File: src/pkg/pci_pkg.sv
// constants shared by the pin change interrupt block
// ----------------------------------------------------------------
// How it works
// - enabled summary wakes and interrupts the core
// - edges seen in sleep land in flags first
// - port a rise enables arm rising detection
// - port a fall enables arm falling detection
// - port b rise enables arm rising detection
// - port b fall enables arm falling detection
// - port c rise enables arm rising detection
// - port c fall enables arm falling detection
// - port a flag set only by enabled edge
// - port b flag set only by enabled edge
// - port c flag set only by enabled edge
// - flags sticky; software writes zero to clear
// - every enable and flag resets to zero
// - both enables zero never set flag
// - summary flag is or of all flags
// - detection continues while master enable clear
// - edge during clearing write leaves flag set
// ----------------------------------------------------------------
package pci_pkg;
    localparam int NUM_PORTS = 3;
    localparam int PORT_W = 8;
    // register byte offsets
    localparam logic [7:0] OFF_A_RISE = 8'h00;
    localparam logic [7:0] OFF_A_FALL = 8'h04;
    localparam logic [7:0] OFF_A_FLAGS = 8'h08;
    localparam logic [7:0] OFF_B_RISE = 8'h0c;
    localparam logic [7:0] OFF_B_FALL = 8'h10;
    localparam logic [7:0] OFF_B_FLAGS = 8'h14;
    localparam logic [7:0] OFF_C_RISE = 8'h18;
    localparam logic [7:0] OFF_C_FALL = 8'h1c;
    localparam logic [7:0] OFF_C_FLAGS = 8'h20;
    localparam logic [7:0] OFF_CTRL = 8'h24;
    localparam logic [7:0] OFF_IRQ_STATUS = 8'h28;
    localparam logic [7:0] OFF_IRQ_MASK = 8'h2c;
    // control register fields
    localparam int CTRL_MASTER_EN_BIT = 0;
    localparam int CTRL_SUMMARY_BIT = 1;
    // irq status fields: one bit per port
    localparam int IRQ_W = 3;
    // reset values
    localparam logic [7:0] PORT_RESET = 8'h00;
    localparam logic [IRQ_W-1:0] IRQ_RESET = 3'h0;
    // ahb encodings
    localparam logic [1:0] HTRANS_NONSEQ = 2'h2;
    localparam logic [1:0] HTRANS_SEQ = 2'h3;
endpackage

File: src/hdl/pci_top.sv
// pin change interrupt logic with ahb-lite register slave
`timescale 1ns/100ps
module pci_top #(
    parameter int PORT_W = 8
) (
    input wire logic clk_sys,
    input wire logic reset_n,
    input wire logic hsel,
    input wire logic [31:0] haddr,
    input wire logic [1:0] htrans,
    input wire logic hwrite,
    input wire logic [2:0] hsize,
    input wire logic [31:0] hwdata,
    input wire logic hready,
    output logic [31:0] hrdata,
    output logic hreadyout,
    output logic hresp,
    input wire logic [PORT_W-1:0] port_a_pin,
    input wire logic [PORT_W-1:0] port_b_pin,
    input wire logic [PORT_W-1:0] port_c_pin,
    input wire logic sleeping,
    output logic change_irq_summary_flag,
    output logic core_irq,
    output logic wake_up,
    output logic irq
);
    localparam int NP = pci_pkg::NUM_PORTS;

    // ----------------------------------------------------------------
    // ahb-lite address phase capture
    // ----------------------------------------------------------------
    logic ap_valid;
    logic ap_write;
    logic [7:0] ap_addr;
    logic wr_phase;
    logic rd_take;

    assign ap_valid = hsel && hready && (htrans == pci_pkg::HTRANS_NONSEQ ||
                      htrans == pci_pkg::HTRANS_SEQ);
    assign rd_take = ap_valid && !hwrite;

    // latch address phase for the data phase
    always_ff @(posedge clk_sys) begin
        if (!reset_n) begin
            wr_phase <= 1'b0;
            ap_write <= 1'b0;
            ap_addr <= 8'h00;
        end else begin
            wr_phase <= ap_valid && hwrite;
            ap_write <= ap_valid && hwrite;
            if (ap_valid) begin
                ap_addr <= haddr[7:0];
            end
        end
    end

    assign hreadyout = 1'b1; // zero wait states
    assign hresp = 1'b0; // always okay

    // ----------------------------------------------------------------
    // register storage
    // ----------------------------------------------------------------
    logic [PORT_W-1:0] rise_en [NP];
    logic [PORT_W-1:0] fall_en [NP];
    logic [PORT_W-1:0] flags [NP];
    logic [PORT_W-1:0] pins [NP];
    logic [PORT_W-1:0] edge_set [NP];
    logic [NP-1:0] port_any;
    logic change_irq_master_enable;
    logic [pci_pkg::IRQ_W-1:0] irq_status;
    logic [pci_pkg::IRQ_W-1:0] irq_mask;

    assign pins[0] = port_a_pin;
    assign pins[1] = port_b_pin;
    assign pins[2] = port_c_pin;

    // ----------------------------------------------------------------
    // per-port synchroniser, edge detect and flags
    // ----------------------------------------------------------------
    genvar p;
    generate
        for (p = 0; p < NP; p++) begin : g_port
            logic [PORT_W-1:0] sync1;
            logic [PORT_W-1:0] sync2;
            logic [PORT_W-1:0] prev;
            logic [PORT_W-1:0] rising;
            logic [PORT_W-1:0] falling;
            logic wr_rise;
            logic wr_fall;
            logic wr_flags;
            logic [7:0] off_rise;
            logic [7:0] off_fall;
            logic [7:0] off_flags;

            assign off_rise = pci_pkg::OFF_A_RISE + 8'(12 * p);
            assign off_fall = pci_pkg::OFF_A_FALL + 8'(12 * p);
            assign off_flags = pci_pkg::OFF_A_FLAGS + 8'(12 * p);
            assign wr_rise = wr_phase && ap_write && ap_addr == off_rise;
            assign wr_fall = wr_phase && ap_write && ap_addr == off_fall;
            assign wr_flags = wr_phase && ap_write && ap_addr == off_flags;

            // two-stage synchroniser plus previous sample
            always_ff @(posedge clk_sys) begin
                if (!reset_n) begin
                    sync1 <= pci_pkg::PORT_RESET;
                    sync2 <= pci_pkg::PORT_RESET;
                    prev <= pci_pkg::PORT_RESET;
                end else begin
                    sync1 <= pins[p];
                    sync2 <= sync1;
                    prev <= sync2;
                end
            end

            // one-cycle edge pulses gated by the enables
            assign rising = sync2 & ~prev;
            assign falling = ~sync2 & prev;
            assign edge_set[p] = (rising & rise_en[p]) | (falling & fall_en[p]);

            // enable registers
            always_ff @(posedge clk_sys) begin
                if (!reset_n) begin
                    rise_en[p] <= pci_pkg::PORT_RESET;
                    fall_en[p] <= pci_pkg::PORT_RESET;
                end else begin
                    if (wr_rise) begin
                        rise_en[p] <= hwdata[PORT_W-1:0];
                    end
                    if (wr_fall) begin
                        fall_en[p] <= hwdata[PORT_W-1:0];
                    end
                end
            end

            // sticky flags: writes may only clear, a new edge wins
            always_ff @(posedge clk_sys) begin
                if (!reset_n) begin
                    flags[p] <= pci_pkg::PORT_RESET;
                end else if (wr_flags) begin
                    flags[p] <= (flags[p] & hwdata[PORT_W-1:0]) | edge_set[p];
                end else begin
                    flags[p] <= flags[p] | edge_set[p];
                end
            end

            assign port_any[p] = |edge_set[p];
        end
    endgenerate

    // ----------------------------------------------------------------
    // summary, core interrupt and wake
    // ----------------------------------------------------------------
    assign change_irq_summary_flag = |{flags[0], flags[1], flags[2]};
    // request and wake only while master enable set
    assign core_irq = change_irq_summary_flag && change_irq_master_enable;
    assign wake_up = core_irq && sleeping;

    // control and irq mask register write
    always_ff @(posedge clk_sys) begin
        if (!reset_n) begin
            change_irq_master_enable <= 1'b0;
            irq_mask <= pci_pkg::IRQ_RESET;
        end else if (wr_phase && ap_write) begin
            if (ap_addr == pci_pkg::OFF_CTRL) begin
                change_irq_master_enable <= hwdata[pci_pkg::CTRL_MASTER_EN_BIT];
            end
            if (ap_addr == pci_pkg::OFF_IRQ_MASK) begin
                irq_mask <= hwdata[pci_pkg::IRQ_W-1:0];
            end
        end
    end

    // ----------------------------------------------------------------
    // bus interrupt status: per-port event, cleared on read
    // ----------------------------------------------------------------
    always_ff @(posedge clk_sys) begin
        if (!reset_n) begin
            irq_status <= pci_pkg::IRQ_RESET;
        end else if (rd_take && haddr[7:0] == pci_pkg::OFF_IRQ_STATUS) begin
            irq_status <= port_any; // set wins over read clear
        end else begin
            irq_status <= irq_status | port_any;
        end
    end

    assign irq = |(irq_status & irq_mask);

    // ----------------------------------------------------------------
    // read data, registered in the data phase
    // ----------------------------------------------------------------
    logic [31:0] next_hrdata;

    always_comb begin
        next_hrdata = 32'h0000_0000;
        case (haddr[7:0])
            pci_pkg::OFF_A_RISE: next_hrdata[PORT_W-1:0] = rise_en[0];
            pci_pkg::OFF_A_FALL: next_hrdata[PORT_W-1:0] = fall_en[0];
            pci_pkg::OFF_A_FLAGS: next_hrdata[PORT_W-1:0] = flags[0];
            pci_pkg::OFF_B_RISE: next_hrdata[PORT_W-1:0] = rise_en[1];
            pci_pkg::OFF_B_FALL: next_hrdata[PORT_W-1:0] = fall_en[1];
            pci_pkg::OFF_B_FLAGS: next_hrdata[PORT_W-1:0] = flags[1];
            pci_pkg::OFF_C_RISE: next_hrdata[PORT_W-1:0] = rise_en[2];
            pci_pkg::OFF_C_FALL: next_hrdata[PORT_W-1:0] = fall_en[2];
            pci_pkg::OFF_C_FLAGS: next_hrdata[PORT_W-1:0] = flags[2];
            pci_pkg::OFF_CTRL: begin
                next_hrdata[pci_pkg::CTRL_MASTER_EN_BIT] = change_irq_master_enable;
                next_hrdata[pci_pkg::CTRL_SUMMARY_BIT] = change_irq_summary_flag;
            end
            pci_pkg::OFF_IRQ_STATUS: next_hrdata[pci_pkg::IRQ_W-1:0] = irq_status;
            pci_pkg::OFF_IRQ_MASK: next_hrdata[pci_pkg::IRQ_W-1:0] = irq_mask;
            default: next_hrdata = 32'h0000_0000; // unmapped reads zero
        endcase
    end

    always_ff @(posedge clk_sys) begin
        if (!reset_n) begin
            hrdata <= 32'h0000_0000;
        end else if (rd_take) begin
            hrdata <= next_hrdata;
        end
    end
endmodule

File: config.mk
export PLATFORM = sky130hd
export DESIGN_NAME = pci_top
export DESIGN_NICKNAME = d
export VERILOG_FILES = /design/src/pkg/pci_pkg.sv /design/src/hdl/pci_top.sv
export SDC_FILE = /design/constraint.sdc
export NUM_CORES = 1
export LEC_CHECK = 0
export BUFFER_PORTS_ARGS = -buffer_cell sky130_fd_sc_hd__buf_2
export CORE_ASPECT_RATIO = 0.5
export CORE_MARGIN = 10
export CORE_UTILIZATION = 52
export CTS_BUF_LIST = sky130_fd_sc_hd__clkbuf_4
export DETAILED_ROUTE_END_ITERATION = 8
export PLACE_DENSITY_LB_ADDON = 0.12
export SYNTH_ARGS = -nofsm -noshare
export SYNTH_HDL_FRONTEND = slang
export SYNTH_SLANG_ARGS = --single-unit
File: constraint.sdc
create_clock -name clk_sys -period 1.95 [get_ports clk_sys]
set_input_delay 0.585 -clock clk_sys [delete_from_list [all_inputs] [get_ports clk_sys]]
set_output_delay 0.585 -clock clk_sys [all_outputs]
set_load 0.01 [all_outputs]
# After elaboration in Yosys (flattened, before gate mapping)
# Memory sizes are Yosys's and may differ from the RTL's.
# Cells that the tools add are included.
[word_totals] reg_bits=96 latchBits=0 mem_bits_rw=72 romBits=0 input_bits=99 output_inout_bits=38 word_cells=165 memories=3
[classes] n_addsub=0 multipliers=0 div_mod_pow=0 n_lt_le_gt_ge=0 n_eq_ne=23 n_shift=0 mux=53 n_bitwise=44 n_reduce_logical=27
[memory_table] name="fall_en" words=3 width=8 rd=3 rd_clocked_by_memory_dff=0 wr=3 line="pci_top.sv:64" text="logic [PORT_W-1:0] fall_en [NP];"
[memory_table] name="flags" words=3 width=8 rd=3 rd_clocked_by_memory_dff=0 wr=3 line="pci_top.sv:65" text="logic [PORT_W-1:0] flags [NP];"
[memory_table] name="rise_en" words=3 width=8 rd=3 rd_clocked_by_memory_dff=0 wr=3 line="pci_top.sv:63" text="logic [PORT_W-1:0] rise_en [NP];"
[op_table] cell="8-bit AND" count=15
[op_table] cell="8-bit 2-to-1 mux" count=12
[op_table] cell="8-bit bitwise OR" count=9
[op_table] cell="8-bit by 5-bit equality test with 1-bit output (second input constant)" count=8
[op_table] cell="8-bit by 6-bit equality test with 1-bit output (second input constant)" count=7
[op_table] cell="8-bit inverter" count=6
[op_table] cell="5-bit one-hot mux with 9 select lines" count=1
[op_table] cell="1-bit 2-to-1 mux" count=37
[op_table] cell="8-bit by 4-bit equality test with 1-bit output (second input constant)" count=4
[op_table] cell="2-bit one-hot mux with 12 select lines" count=1
[op_table] cell="24-bit OR reduction" count=1
[op_table] cell="8-bit OR reduction" count=3
[op_table] cell="8-bit by 3-bit equality test with 1-bit output (second input constant)" count=2
[op_table] cell="1-bit logical AND" count=16
[op_table] cell="8-bit logical NOT" count=2
[op_table] cell="1-bit bitwise OR" count=12
[op_table] cell="1-bit one-hot mux with 11 select lines" count=1
[op_table] cell="2-bit equality test (second input constant)" count=2
[op_table] cell="2-bit AND reduction" count=2
[op_table] cell="3-bit AND" count=1
[op_table] cell="3-bit 2-to-1 mux" count=1
[op_table] cell="3-bit bitwise OR" count=1
[op_table] cell="3-bit OR reduction" count=1
[op_table] cell="1-bit logical NOT" count=1
[op_table] cell="1-bit logical OR" count=1

# Depth between registers and ports, before layout
[depth] word_depth=7 depth_mapped=8 depth_no_buf=5

# Worst setup path before layout
# Ideal clock, no wire load.
[synth_path] path_kind="input-to-reg" start="in haddr[6]" end="reg irq_status[0] (netlist name)" setup_ps=128 arrival_time_ps=1895 required_time_ps=1822 slack_ps=-73 path_stages=6 n_path_buf=1 path_cell_list="buf_2 or4b_4 nor4b_2 nand2_1 a211oi_1 nor2_1"
[synth_between] elab_chain_len=3
[synth_lines] item="from (decl)" line="pci_top.sv:9" text="input wire logic [31:0] haddr,"
[synth_lines] item="8-bit by 6-bit equality test with 1-bit output" line="pci_top.sv:179" text="end else if (rd_take && haddr[7:0] == pci_pkg::OFF_IRQ_STATUS) begin"
[synth_lines] item="1-bit logical AND" line="pci_top.sv:179"
[synth_lines] item="3-bit 2-to-1 mux" line="pci_top.sv:179"
[synth_lines] item="to (signal assigned)" line="pci_top.sv:178" text="irq_status <= pci_pkg::IRQ_RESET;"
[synth_lines] item="to (signal assigned)" line="pci_top.sv:180" text="irq_status <= port_any;"
[synth_lines] item="to (signal assigned)" line="pci_top.sv:182" text="irq_status <= irq_status | port_any;"
[synth_lines] item="to (decl)" line="pci_top.sv:70" text="logic [pci_pkg::IRQ_W-1:0] irq_status;"
# No other way between the ends.
# A chain may end at the register's enable or synchronous reset.

==> reports/results.ini <==
[critical_path]
critical_path.max_stage_delay_ns = 0.44
crit_required_ns = 1.36
crit_fanout = 4
worst_setup_path_start_kind = register
reg2reg_slack_ns = -0.11
endpoint_kind = primary output
critPathKind = register to primary output
r2r_cells = 9
arrival_ns = 2.14
rr_endpoint = hrdata[1]$_SDFFE_PN0P_
r2r-start = flags[0][6]$_DFFE_PP_
cp_cell_sequence = nor4_2 -> buf_4 -> and4_4 -> nand3_4 -> and3_4 -> buf_6
cp_slowest_cell = edfxtp_1
cp-startpoint = flags[0][6]$_DFFE_PP_

[logic_synthesis]
avgSynthCellArea_sq_um = 10.93
synth_cells = 661
yosysTopAreaCell = edfxtp_1
async_reset_ff_share_pct = 0
ys_types = 54
synth-main-ff-cell = dfxtp_1
synth_area_sq_mm = 0.007227
synth_seq_cells = 168
synth_area_leaders = edfxtp_1 30%, dfxtp_1 27%, and2_1 10%
synth-edff-count = 72
yosysSeqAreaShare_pct = 56.51
synth_top_area_share_pct = 29.92
yosysWarnings = 0

[clock_tree]
h-tree-depth = 4
cts-root-buf = clkbuf_4
cts_buffers = 17
clkSinkCount = 168
clk_pin_slew_ns = 0.18
clk_path_buf_depth = 2
postCtsHoldBufs = 0
cts_tree = yes
clock_latency_ns = 0.58

[sta]
clock_skew_ns = 0.02909
finalSetupViolations = 5
tightest_slew_ns = 0.8484
rsz0062_at_grt = yes
finalHoldViolCount = 0
drv_slew = 0
slew_headroom_pct = 43.23
worst_slack_ns = -0.7793
fmax_mhz = 366.4
fin_crit_ns = 2.729
min_period_over_period_pct = 140.0

[global_routing]
grt_overflow_total = 0
grt_max_degree = 48
grt_pass1_wl_um = 30800
grt_antenna_before_repair = 0
grt_usage_pct = 21.29
grt_pass1_vias = 5283

[min_path]
worstHoldPathType = primary input to register
min_to = g_port[2].sync1[4]$_SDFF_PN0_
timing.hold.worst.start = port_c_pin[4]
whs_path_depth = 2

[pwr]
power_switching_w = 0.001933
p_sw_share_pct = 29.07
powerDensity_mw_per_mm2 = 763.6
power_frac_seq_pct = 58.9
p_leak_nw = 3.457
pwr-share-comb_pct = 9.2
internal_power_w = 0.004717
pwr-share-clk_pct = 31.9
peakVddDrop_mv = 0.4450

[run_status]
violations = negative setup slack
status = complete, but fails checks

[floorplanning]
fp.dieH_um = 103.4
dieArea_sq_mm = 0.01930
io_pins = 137
die_w_um = 186.7
initial_core_util_pct = 53.19
num_rows = 30
core-area_sq_mm = 0.01359

[cells_and_area]
seqCellArea_sq_mm = 0.004090
most-common-layout-cells = 121 x and2_1, 93 x dfxtp_1, 87 x buf_4
drive_gt1_share_pct = 25.96
final_cells = 1028
fillerInstances = 1158
syn_to_final_growth_pct = 20.50
nets = 922
multi_input_comb_area_sq_mm = 0.003075
layout_commonest_cell = and2_1
final_area_sq_mm = 0.008708
n_antenna_cell = 0

[detailed_routing]
drc = 0
routed_wirelength_um = 20710
drtPass1Iterations = 5
avgViaCountPerCell = 5.444
first_iter_violations = 697
ant_nets = 0
vias = 5596
post_drt_wl_per_cell_um = 20.15

[place]
placed_area_sq_mm = 0.008297
gp_congestion = 0.9561
place_hpwl_um = 15330
port_buffers = 58
dp.cells = 991

[job]
cap_violations = 0

## flip-flops by register name, indices dropped and copies added (netlist names)
register / flops
g_port.sync2: 24
irq_status: 3
rise_en: 24
change_irq_master_enable: 1
irq_mask: 3
g_port.sync1: 24
wr_phase: 1
hrdata: 8
ap_addr: 8
flags: 24
fall_en: 24
g_port.prev: 24
## per-layer routing
layer / vias to the layer above / track usage (%) / share of wire (%)
li1: 2614 / - / -
met2: 313 / 29.97 / 39
met4: 0 / 6.892 / 1.6
met1: 2638 / 30.49 / 46
met3: 31 / 6.493 / 13
met5: - / 0 / 0
## logic make-up (layout without fill, tap and decap cells)
logic type | after synthesis | count (layout) | share of synthesized area (%)
muxes | 23 | 23 | 4.813
other | 2 | 50 | 0.1039
buffers and inverters | 56 | 183 | 4.501
and+or+nand+nor | 284 | 284 | 23.18
AOI/OAI and AO/OA | 128 | 128 | 10.89
DFF | 168 | 168 | 56.51
## layout make-up
type / instances / area share (%)
tap: 192 / 2.759
clock inverter: 14 / 1.968
timing repair buffer: 147 / 11.26
clock buffer: 18 / 1.552
multi-input combinational: 485 / 35.32
inverter: 4 / 0.1724
sequential: 168 / 46.97
## power groups by stage
stage                     Clock, W  Combinational (W)  Sequential [W]
final                      0.00212           0.000613         0.00391
after global routing       0.00229           0.000662         0.00393
after CTS                  0.00216           0.000599         0.00391
after detailed placement         0           0.000586         0.00398
after floorplan                  0           0.000357         0.00394
after global placement           0           0.000576         0.00398
## critical path: cells and delay by family (launching register included)
family	cells	cell delay (ns)
flip-flops	1	0.44
AND/OR/NAND/NOR	4	0.87
buffers and inverters	2	0.27
## synth_stat cells, types with 9 or more instances
cell type  number
nand2_1        57
and2_1        121
mux2i_1        10
nand3b_1       26
clkbuf_1       16
nor2_1         22
nor4_1         10
mux4_2          9
a21oi_1        35
buf_4          28
o21a_1         25
o21ai_0        39
dfxtp_1        96
edfxtp_1       72
nand4_1         9
## how the worst max path moves through the flow
| stage | slack (ns) | to |
|---|---|---|
| finish | -0.78 | wake_up |
| global route | -0.83 | wake_up |
| CTS | -0.80 | wake_up |
| detailed placement | -0.42 | hrdata[1]$_SDFFE_PN0P_ |
| global placement | -0.39 | wake_up |
| floorplan | -0.05 | irq_status[0]$_SDFF_PN0_ |
## per-stage QoR
| step | util (%) | TNS [ns] | setup slack (ns) | hold slack, ns | total power (W) |
|---|---|---|---|---|---|
| 6_report | 64.09 | -2.441 | -0.7793 | 0.1838 | 0.006650 |
| 5_1_grt | 64.09 | -2.757 | -0.8341 | 0.1435 | 0.006878 |
| 4_1_cts | 63.85 | -2.419 | -0.7973 | 0.1525 | 0.006672 |
| 3_5_place_dp | 61.06 | -4.189 | -0.4223 | 0.4169 | 0.004571 |
| 3_3_place_gp | 61.06 | -4.252 | -0.3924 | 0.4144 | 0.004558 |
| 2_1_floorplan | - | -0.1385 | -0.04617 | 0.4119 | 0.004300 |
## timing repair
| item | 4_1_cts | 5_1_grt |
|---|---|---|
| resized for setup | 12 | 3 |
| setup endpoints to repair | 5 | 5 |
| buffers inserted | 4 | 2 |
| pin swaps | 4 | 1 |
(Power assumes the default switching activity.)
